===== src/psm_pkg.sv =====
/*
 * Package for the power saving mode controller: register offsets, field
 * positions, reset values, timing counts and mode enumeration.
 * Assumes a 40 MHz reference clock and a 32-bit Avalon-MM register bus.
 */
package psm_pkg;

   // Register byte offsets.
   localparam logic [3:0] PSM_MAIN_CLOCK_CTRL_OFS   = 4'h0;
   localparam logic [3:0] PSM_WAKEUP_TIMER_CTRL_OFS = 4'h4;
   localparam logic [3:0] PSM_OPTION_OFS            = 4'h8;
   localparam logic [3:0] PSM_STATUS_OFS            = 4'hC;

   // Main clock control register fields.
   localparam int PSM_SLOW_DIV_LSB         = 0;
   localparam int PSM_SLOW_MODE_BIT        = 2;
   localparam int PSM_TIMEBASE_IRQ_EN_BIT  = 3;
   // Wake-up timer control register fields.
   localparam int PSM_AUTO_WAKEUP_EN_BIT   = 0;
   // Option register fields.
   localparam int PSM_WATCHDOG_HALT_BIT    = 0;
   localparam int PSM_LONG_STARTUP_BIT     = 1;
   localparam int PSM_CLOCK_DOUBLE_BIT     = 2;

   // Reset values.
   localparam logic [3:0] PSM_MAIN_CLOCK_CTRL_RST = 4'h0;
   localparam logic       PSM_AUTO_WAKEUP_RST     = 1'b0;
   localparam logic [2:0] PSM_OPTION_RST          = 3'h0;
   localparam logic [1:0] PSM_CC_MASK_RST         = 2'h3;

   // Interrupt mask value forced on entry to wait and halt modes.
   localparam logic [1:0] PSM_CC_MASK_ENABLE_ALL  = 2'h2;

   // Halt opcode.
   localparam logic [7:0] PSM_HALT_OPCODE         = 8'h8E;

   // Oscillator stabilisation delays in CPU cycles.
   localparam logic [12:0] PSM_STARTUP_SHORT      = 13'h0100;
   localparam logic [12:0] PSM_STARTUP_LONG       = 13'h1000;

   // Power modes.
   typedef enum logic [2:0] {
      PSM_RUN,
      PSM_WAIT,
      PSM_HALT,
      PSM_ACTIVE_HALT,
      PSM_TIMED_HALT,
      PSM_STARTUP
   } psm_mode_t;

endpackage


===== src/psm_ctrl.sv =====
/*
 * Power saving mode controller: run, slow, wait, slow-wait, halt, active
 * halt and timed wake-up halt, with interrupt mask forcing, wake-up
 * qualification and oscillator start-up delay.
 * Assumes the CPU core presents executed opcodes as one-cycle strobes and
 * that all inputs are synchronous to i_ref_clk.
 */
// Function
// - After reset run mode at full reference clock rate
// - Slow mode divides master clock 2,4,8,16
// - CPU and peripherals both use slow clock
// - Wait during slow mode keeps divided clock
// - Wait stops CPU, peripherals keep running
// - Wait entry forces interrupt mask to 10
// - Wait ends on interrupt or reset, vectoring
// - Push mask, set priority level, pop restores
// - Halt enters plain halt when both enables clear
// - Plain halt exits by reset or halt-capable interrupt
// - Halt exit restarts oscillator, waits 256 or 4096
// - Halt entry forces mask to 10, pending wakes
// - Plain halt stops oscillator and all processing
// - Watchdog option makes halt cause watchdog reset
// - Opcode 0x8E decodes as halt
// - Timebase enable alone selects active halt
// - Active halt exits by timebase, capable irq, reset
// - Active halt reset exit adds start-up delay
// - Active halt runs only oscillator and timebase counter
// - Active halt enabled suppresses watchdog halt reset
// - Auto wake-up enable alone selects timed halt
// - Timebase interrupt wakes only from active halt
`timescale 1ns/1ps

module psm_ctrl
   import psm_pkg::*;
(
   // Clock, enable and reset.
   input  wire logic        i_ref_clk,
   input  wire logic        i_clk_en,
   input  wire logic        i_resetn,
   // CPU core instruction strobes.
   input  wire logic        i_opcode_valid,
   input  wire logic [7:0]  i_opcode,
   input  wire logic        i_wait_for_interrupt_instr,
   input  wire logic        i_vector_taken,
   input  wire logic [1:0]  i_vector_level,
   input  wire logic        i_cc_pop,
   input  wire logic [1:0]  i_cc_pop_value,
   input  wire logic        i_cc_write,
   input  wire logic [1:0]  i_cc_write_value,
   // Wake-up sources.
   input  wire logic        i_irq_pending,
   input  wire logic        i_halt_exit_irq,
   input  wire logic        i_timebase_irq,
   input  wire logic        i_wakeup_timer_irq,
   input  wire logic        i_watchdog_enabled,
   // Avalon-MM slave.
   input  wire logic [3:0]  i_avs_address,
   input  wire logic        i_avs_read,
   input  wire logic        i_avs_write,
   input  wire logic [31:0] i_avs_writedata,
   output logic [31:0]      o_avs_readdata,
   output logic             o_avs_waitrequest,
   // Clock and mode outputs.
   output logic             o_osc_enable,
   output logic             o_cpu_clk_en,
   output logic             o_periph_clk_en,
   output logic             o_timebase_clk_en,
   output logic             o_cpu_stall,
   output logic [1:0]       o_cc_mask,
   output logic             o_cc_push,
   output logic             o_watchdog_reset,
   output logic [2:0]       o_mode
);

   psm_mode_t   mode_reg;
   psm_mode_t   mode_next;
   logic [3:0]  mcc_reg;
   logic        awu_en_reg;
   logic [2:0]  opt_reg;
   logic [1:0]  cc_mask_reg;
   logic [12:0] startup_cnt_reg;
   logic [3:0]  div_cnt_reg;
   logic        ack_reg;
   logic        cpu_tick;
   logic        halt_exec;
   logic        halt_watchdog;
   logic [3:0]  div_mask;
   logic        run_like;

   assign halt_exec = i_opcode_valid && (i_opcode == PSM_HALT_OPCODE);
   // Active halt enabled suppresses the watchdog reset.
   assign halt_watchdog = halt_exec && opt_reg[PSM_WATCHDOG_HALT_BIT] && i_watchdog_enabled
      && !(mcc_reg[PSM_TIMEBASE_IRQ_EN_BIT] && !awu_en_reg);

   // Divider mask: slow select 0..3 gives divide by 2,4,8,16.
   always_comb
   begin
      case (mcc_reg[PSM_SLOW_DIV_LSB +: 2])
         2'd0:    div_mask = 4'h1;
         2'd1:    div_mask = 4'h3;
         2'd2:    div_mask = 4'h7;
         default: div_mask = 4'hF;
      endcase
   end

   // The slow tick feeds CPU and peripherals alike.
   assign cpu_tick = mcc_reg[PSM_SLOW_MODE_BIT] ? ((div_cnt_reg & div_mask) == 4'h0)
                                                : 1'b1;

   always_ff @(posedge i_ref_clk)
   begin
      if (!i_resetn)
      begin
         div_cnt_reg <= 4'h0;
      end
      else if (i_clk_en)
      begin
         div_cnt_reg <= div_cnt_reg + 4'h1;
      end
   end

   // Mode sequencing.
   always_comb
   begin
      mode_next = mode_reg;
      case (mode_reg)
         PSM_RUN:
         begin
            if (i_wait_for_interrupt_instr)
            begin
               mode_next = PSM_WAIT;
            end
            else if (halt_exec && !halt_watchdog)
            begin
               if (mcc_reg[PSM_TIMEBASE_IRQ_EN_BIT] && !awu_en_reg)
               begin
                  mode_next = PSM_ACTIVE_HALT;
               end
               else if (awu_en_reg && !mcc_reg[PSM_TIMEBASE_IRQ_EN_BIT])
               begin
                  mode_next = PSM_TIMED_HALT;
               end
               else if (!awu_en_reg)
               begin
                  mode_next = PSM_HALT;
               end
            end
         end
         PSM_WAIT:
         begin
            if (i_irq_pending)
            begin
               mode_next = PSM_RUN;
            end
         end
         PSM_HALT:
         begin
            if (i_halt_exit_irq || i_irq_pending)
            begin
               mode_next = PSM_STARTUP;
            end
         end
         PSM_TIMED_HALT:
         begin
            if (i_halt_exit_irq || i_wakeup_timer_irq || i_irq_pending)
            begin
               mode_next = PSM_STARTUP;
            end
         end
         PSM_ACTIVE_HALT:
         begin
            // Oscillator is still running so no start-up delay on interrupt exit.
            if (i_halt_exit_irq || i_timebase_irq || i_irq_pending)
            begin
               mode_next = PSM_RUN;
            end
         end
         PSM_STARTUP:
         begin
            if (startup_cnt_reg == 13'h0001 && cpu_tick)
            begin
               mode_next = PSM_RUN;
            end
         end
         default:
         begin
            mode_next = PSM_RUN;
         end
      endcase
   end

   always_ff @(posedge i_ref_clk)
   begin
      if (!i_resetn)
      begin
         mode_reg <= PSM_RUN;
      end
      else if (i_clk_en)
      begin
         mode_reg <= mode_next;
      end
   end

   // Start-up delay counter, loaded on exit from plain or timed halt into start-up.
   always_ff @(posedge i_ref_clk)
   begin
      if (!i_resetn)
      begin
         startup_cnt_reg <= 13'h0000;
      end
      else if (i_clk_en)
      begin
         if (mode_next == PSM_STARTUP && mode_reg != PSM_STARTUP)
         begin
            startup_cnt_reg <= opt_reg[PSM_LONG_STARTUP_BIT] ? PSM_STARTUP_LONG
                                                             : PSM_STARTUP_SHORT;
         end
         else if (mode_reg == PSM_STARTUP && cpu_tick && startup_cnt_reg != 13'h0000)
         begin
            startup_cnt_reg <= startup_cnt_reg - 13'h0001;
         end
      end
   end

   // Reset exit from active halt: o_cpu_stall holds the CPU through the delay.
   logic        reset_delay_reg;
   logic [12:0] reset_cnt_reg;

   always_ff @(posedge i_ref_clk)
   begin
      if (!i_resetn)
      begin
         // The first reset cycle still sees active halt; later ones keep the flag.
         if (mode_reg == PSM_ACTIVE_HALT || reset_delay_reg)
         begin
            reset_delay_reg <= 1'b1;
         end
         else
         begin
            reset_delay_reg <= 1'b0;
         end
         reset_cnt_reg   <= opt_reg[PSM_LONG_STARTUP_BIT] ? PSM_STARTUP_LONG
                                                          : PSM_STARTUP_SHORT;
      end
      else if (i_clk_en && reset_delay_reg)
      begin
         reset_cnt_reg <= reset_cnt_reg - 13'h0001;
         if (reset_cnt_reg == 13'h0001)
         begin
            reset_delay_reg <= 1'b0;
         end
      end
   end

   // Condition code mask bits.
   always_ff @(posedge i_ref_clk)
   begin
      if (!i_resetn)
      begin
         cc_mask_reg <= PSM_CC_MASK_RST;
         o_cc_push   <= 1'b0;
      end
      else if (i_clk_en)
      begin
         o_cc_push <= i_vector_taken;
         if (mode_reg == PSM_RUN && mode_next != PSM_RUN)
         begin
            cc_mask_reg <= PSM_CC_MASK_ENABLE_ALL;
         end
         else if (i_vector_taken)
         begin
            cc_mask_reg <= i_vector_level;
         end
         else if (i_cc_pop)
         begin
            cc_mask_reg <= i_cc_pop_value;
         end
         else if (i_cc_write)
         begin
            cc_mask_reg <= i_cc_write_value;
         end
      end
   end

   // Watchdog reset request on halt when the option allows it.
   always_ff @(posedge i_ref_clk)
   begin
      if (!i_resetn)
      begin
         o_watchdog_reset <= 1'b0;
      end
      else if (i_clk_en)
      begin
         o_watchdog_reset <= halt_watchdog && mode_reg == PSM_RUN;
      end
   end

   assign run_like = (mode_reg == PSM_RUN || mode_reg == PSM_WAIT) && !reset_delay_reg;

   // Clock gating outputs.
   always_ff @(posedge i_ref_clk)
   begin
      if (!i_resetn)
      begin
         o_osc_enable      <= 1'b1;
         o_cpu_clk_en      <= 1'b0;
         o_periph_clk_en   <= 1'b0;
         o_timebase_clk_en <= 1'b0;
         o_cpu_stall       <= 1'b1;
         o_mode            <= 3'h0;
      end
      else if (i_clk_en)
      begin
         o_osc_enable      <= !(mode_next == PSM_HALT || mode_next == PSM_TIMED_HALT);
         o_cpu_clk_en      <= cpu_tick && mode_reg == PSM_RUN && !reset_delay_reg;
         o_periph_clk_en   <= cpu_tick && run_like;
         o_timebase_clk_en <= cpu_tick && (run_like || mode_reg == PSM_ACTIVE_HALT);
         o_cpu_stall       <= mode_next != PSM_RUN || reset_delay_reg;
         o_mode            <= mode_next;
      end
   end

   // Register writes.
   always_ff @(posedge i_ref_clk)
   begin
      if (!i_resetn)
      begin
         mcc_reg    <= PSM_MAIN_CLOCK_CTRL_RST;
         awu_en_reg <= PSM_AUTO_WAKEUP_RST;
         opt_reg    <= PSM_OPTION_RST;
      end
      else if (i_clk_en && i_avs_write && ack_reg)
      begin
         if (i_avs_address == PSM_MAIN_CLOCK_CTRL_OFS)
         begin
            mcc_reg <= i_avs_writedata[3:0];
         end
         else if (i_avs_address == PSM_WAKEUP_TIMER_CTRL_OFS)
         begin
            awu_en_reg <= i_avs_writedata[PSM_AUTO_WAKEUP_EN_BIT];
         end
         else if (i_avs_address == PSM_OPTION_OFS)
         begin
            opt_reg <= i_avs_writedata[2:0];
         end
      end
   end

   // One wait state per access; unmapped reads return zero.
   always_ff @(posedge i_ref_clk)
   begin
      if (!i_resetn)
      begin
         ack_reg        <= 1'b0;
         o_avs_readdata <= 32'h0000_0000;
      end
      else if (i_clk_en)
      begin
         ack_reg <= (i_avs_read || i_avs_write) && !ack_reg;
         if (i_avs_read && !ack_reg)
         begin
            if (i_avs_address == PSM_MAIN_CLOCK_CTRL_OFS)
            begin
               o_avs_readdata <= {28'h000_0000, mcc_reg};
            end
            else if (i_avs_address == PSM_WAKEUP_TIMER_CTRL_OFS)
            begin
               o_avs_readdata <= {31'h0000_0000, awu_en_reg};
            end
            else if (i_avs_address == PSM_OPTION_OFS)
            begin
               o_avs_readdata <= {29'h0000_0000, opt_reg};
            end
            else if (i_avs_address == PSM_STATUS_OFS)
            begin
               o_avs_readdata <= {14'h0000, startup_cnt_reg, reset_delay_reg, cc_mask_reg,
                                  1'b0, mode_reg != PSM_RUN};
            end
            else
            begin
               o_avs_readdata <= 32'h0000_0000;
            end
         end
      end
   end

   assign o_avs_waitrequest = (i_avs_read || i_avs_write) && !ack_reg;

   assign o_cc_mask = cc_mask_reg;

endmodule


===== config.mk =====
export PLATFORM = sky130hd
export DESIGN_NAME = psm_ctrl
export DESIGN_NICKNAME = d
export VERILOG_FILES = /design/src/psm_pkg.sv /design/src/psm_ctrl.sv
export SDC_FILE = /design/constraint.sdc
export NUM_CORES = 1
export LEC_CHECK = 0
export ABC_AREA = 1
export BUFFER_PORTS_ARGS = -buffer_cell sky130_fd_sc_hd__buf_4
export CAP_MARGIN = 20
export CORE_MARGIN = 5
export CORE_UTILIZATION = 58
export CTS_BUF_LIST = sky130_fd_sc_hd__clkbuf_2
export DETAILED_ROUTE_END_ITERATION = 12
export GPL_TIMING_DRIVEN = 0
export PLACE_DENSITY = 0.95
export RECOVER_POWER = 100
export SYNTH_ARGS = -nofsm -noshare
export SYNTH_HDL_FRONTEND = slang
export SYNTH_SLANG_ARGS = --single-unit

===== constraint.sdc =====
create_clock -name i_ref_clk -period 2.81 [get_ports i_ref_clk]
set_input_delay 0.4215 -clock i_ref_clk [delete_from_list [all_inputs] [get_ports i_ref_clk]]
set_output_delay 0.4215 -clock i_ref_clk [all_outputs]
set_load 0.005 [all_outputs]

==> impl_metrics.json <==
{
  "share_clk_of_total_power_pct": 26.0,
  "filler_cell_count": 548,
  "holdPathStages": 3,
  "layout_cells_sized_above_1_pct": 20.3,
  "synth_flop_cell": "sky130_fd_sc_hd__dfxtp_1",
  "seq_power_share_pct": 53.6,
  "syn_inst": 508,
  "yosysUniqueCellTypes": 47,
  "row_count": 29,
  "crit_path_cell_trace": "inv_1 -> nor3_1 -> o211ai_1 -> nand2_1 -> buf_6 -> inv_1 -> nor4_1 -> nor3_1",
  "required_time_of_the_critical_path_ns": 3.20,
  "latest_clock_arrival_within_the_worst_skew_pair_ns": 0.49,
  "avgSynthCellArea_um2": 7.35,
  "clkSlewWorstSetupHoldPaths_ns": 0.19,
  "power_density_nw_per_um2": 483,
  "initial_util_pct": 59.1,
  "slew-limit-headroom_pct": 61.6,
  "floorplan.die.width_um": 90.2,
  "power.static_leakage_nw": 1.98,
  "delay_of_the_slowest_cell_on_the_worst_path_ns": 0.51,
  "mappedNetlistArea_um2": 3730,
  "cts_setup_buffers": 0,
  "pwr-share-comb_pct": 20.4,
  "async_flop_share_pct": 0,
  "firstDrtPassIters": 5,
  "max_freq_ghz": 0.446,
  "cap_violations": 0,
  "outcome": "complete, no violations",
  "setup-violations-final": 0,
  "worst_ir_drop_vdd_v": 0.000309,
  "finish.net_count": 668,
  "die-area_um2": 8140,
  "cpLargestDelayFamily": "simple AND/OR/NAND/NOR gates",
  "die_height_um": 90.2,
  "rd_place_congestion": 0.974,
  "layout_commonest_cell": "sky130_fd_sc_hd__nand2_1",
  "area_growth_pct": 17.9,
  "sequential_cell_area_um2": 1540,
  "tritoncts_buffer_count": 9,
  "grt_pass1_vias": 3524,
  "cts_num_sinks": 70,
  "vias": 3710,
  "worst-path-stages": 8,
  "netlist.top_cell.by_area": "sky130_fd_sc_hd__dfxtp_1",
  "cp_endpoint_kind": "flop",
  "ff2ff_setup_slack_ns": 0.57,
  "grt_pass1_wl_um": 16400,
  "boundaryPins": 110,
  "internal_power_of_the_cells_mw": 1.46,
  "post_place_cells": 663,
  "setup.worst_path.start_class": "flop",
  "crit_fanout": 10,
  "clockBufferDepth": 2,
  "multi_input_area_um2": 1720,
  "cts_tree": "yes",
  "post_layout_min_period_ns": 2.24,
  "final-instance-count-excl-fill": 679,
  "detail_route.drc_violations": 0,
  "switching_share_pct": 31.1,
  "placement.io_buffers": 65,
  "routedWlPerCell_um": 14.5,
  "detailedPlacementHpwl_um": 7580,
  "post-route-period-util_pct": 79.9,
  "setup_repair_after_global_routing_missed_its_margin": "false",
  "total_wirelength_um": 9820,
  "crit_path_category": "flop to flop",
  "antenna-diode-count": 0,
  "route.antenna.remaining_nets": 0,
  "placeableCoreArea_um2": 6310,
  "synth-seq-cells": 70,
  "seq_area_frac_synth_pct": 41.3,
  "type_of_the_most_critical_hold_path": "primary input to flop",
  "worstPathBufferInverterCount": 3,
  "grt.total_usage_pct": 23.9,
  "cts_root_buf": "sky130_fd_sc_hd__clkbuf_2",
  "depth_of_the_worst_register_to_register_path": 8,
  "synth_largest_type_area_fraction_pct": 30.0,
  "final_max_slew_violation_count": 0,
  "hold_violations": 0,
  "crit_slowest_cell": "sky130_fd_sc_hd__dfxtp_1",
  "largest_register_ffs": 18,
  "global_route.overflow_total": 0,
  "cts_resized": 0,
  "cts_hold_buffers": 0,
  "mostFrequentLayoutCells": "sky130_fd_sc_hd__nand2_1 (83), sky130_fd_sc_hd__inv_1 (60), sky130_fd_sc_hd__nor2_1 (58)",
  "p_sw_mw": 0.660,
  "worst-endpoint-arrival_ns": 2.64,
  "synth.top_cells.by_area": "sky130_fd_sc_hd__dfxtp_1 (30%), sky130_fd_sc_hd__edfxtp_1 (11%), sky130_fd_sc_hd__nand2_1 (8.1%), sky130_fd_sc_hd__a21oi_1 (6.2%), sky130_fd_sc_hd__inv_1 (5.8%)",
  "ys_warn_count": 0,
  "detail_route.vias_per_cell": 5.46,
  "grt_max_degree": 15,
  "first_iter_violations": 233,
  "clock-skew-final_ns": 0.0217,
  "tns_ns": 0,
  "grt_antenna_before_repair": 0,
  "tightest_slew_ns": 0.575,
  "cts_htree_levels": 3,
  "synth-edff-count": 14
}
-- worst register-to-register path: stages, from the launching register on --
cell and delay, ns:
sky130_fd_sc_hd__dfxtp_1 0.51, sky130_fd_sc_hd__inv_1 0.19, sky130_fd_sc_hd__nor3_1 0.41, sky130_fd_sc_hd__o211ai_1 0.23, sky130_fd_sc_hd__nand2_1 0.17, sky130_fd_sc_hd__buf_6 0.16, sky130_fd_sc_hd__inv_1 0.16, sky130_fd_sc_hd__nor4_1 0.24
sky130_fd_sc_hd__nor3_1 0.09
-- Yosys cell counts, types with 3 or more instances --
cell type,count
sky130_fd_sc_hd__dfxtp_1,56
sky130_fd_sc_hd__inv_1,58
sky130_fd_sc_hd__nor2_2,3
sky130_fd_sc_hd__a21oi_1,46
sky130_fd_sc_hd__ha_1,6
sky130_fd_sc_hd__clkbuf_1,6
sky130_fd_sc_hd__a31oi_1,3
sky130_fd_sc_hd__nand3_1,39
sky130_fd_sc_hd__o21ai_1,10
sky130_fd_sc_hd__xor2_1,4
sky130_fd_sc_hd__buf_4,15
sky130_fd_sc_hd__nor3_1,16
sky130_fd_sc_hd__or2_2,3
sky130_fd_sc_hd__nand4_1,5
sky130_fd_sc_hd__edfxtp_1,14
sky130_fd_sc_hd__nand2_2,6
sky130_fd_sc_hd__nand2_1,81
sky130_fd_sc_hd__nor2_1,56
sky130_fd_sc_hd__inv_2,15
sky130_fd_sc_hd__nor3_2,5
sky130_fd_sc_hd__o21ai_0,27
-- through the flow --
| step | instance area, um2 | setup slack [ns] | power, mW | hold WS [ns] | util, % |
|---|---|---|---|---|---|
| 6_report | 4400 | 0.566 | 2.13 | 0.168 | 69.7 |
| 5_1_grt | 4400 | 0.385 | 2.23 | 0.168 | 69.7 |
| 4_1_cts | 4470 | 0.777 | 2.14 | 0.164 | 70.8 |
| 3_5_place_dp | 4370 | 0.816 | 1.60 | 0.460 | 69.2 |
| 3_3_place_gp | 4370 | 0.901 | 1.58 | 0.456 | 69.2 |
| 2_1_floorplan | 3780 | 1.12 | 1.45 | 0.445 | - |
-- worst paths after layout --
kind	from	to
setup reg to reg	o_mode[0]	startup_cnt_reg[10]
hold / removal	i_avs_writedata[1]	opt_reg[1]
setup / recovery	o_mode[0]	startup_cnt_reg[10]
hold reg to reg	o_avs_readdata[8]	o_avs_readdata[8]
-- routing by layer --
layer | vias up | share of wire (%) | GRT usage, %
met5 | - | 0 | 0
met4 | 0 | 2.0 | 8.68
met3 | 30 | 6.9 | 3.34
met2 | 182 | 50 | 40.8
met1 | 1681 | 41 | 30.6
li1 | 1817 | - | -
-- kinds of logic (layout without fill, tap and decap cells) --
group           after synthesis  count (layout)  synth area share [%]
mux                           2               2                 0.536
compound gates              100             100                  14.8
fa+ha+maj                     6               6                  2.01
flops                        70              70                  41.3
buf+inv                     103             184                  12.9
simple gates                220             220                  26.9
other cells                   1              14                 0.100
xor+xnor                      6               6                  1.41
-- power groups by stage --
stage               Combinational (mW)  Sequential (mW)  Clock, mW
floorplan                        0.299             1.15          0
global placement                 0.421             1.16          0
detailed placement               0.442             1.16          0
CTS                              0.445             1.14      0.554
global route                     0.484             1.15      0.596
finish                           0.434             1.14      0.552
-- final cells by class --
class | count | share of cell area [%]
Buffer | 28 | 4.06
Clock buffer | 11 | 1.25
Clock inverter | 5 | 1.14
Inverter | 75 | 6.45
Multi-Input combinational cell | 348 | 39.0
Sequential cell | 70 | 35.0
Tap cell | 77 | 2.19
Timing Repair Buffer | 65 | 10.9
No activity file was read; power rests on OpenSTA's default activity.
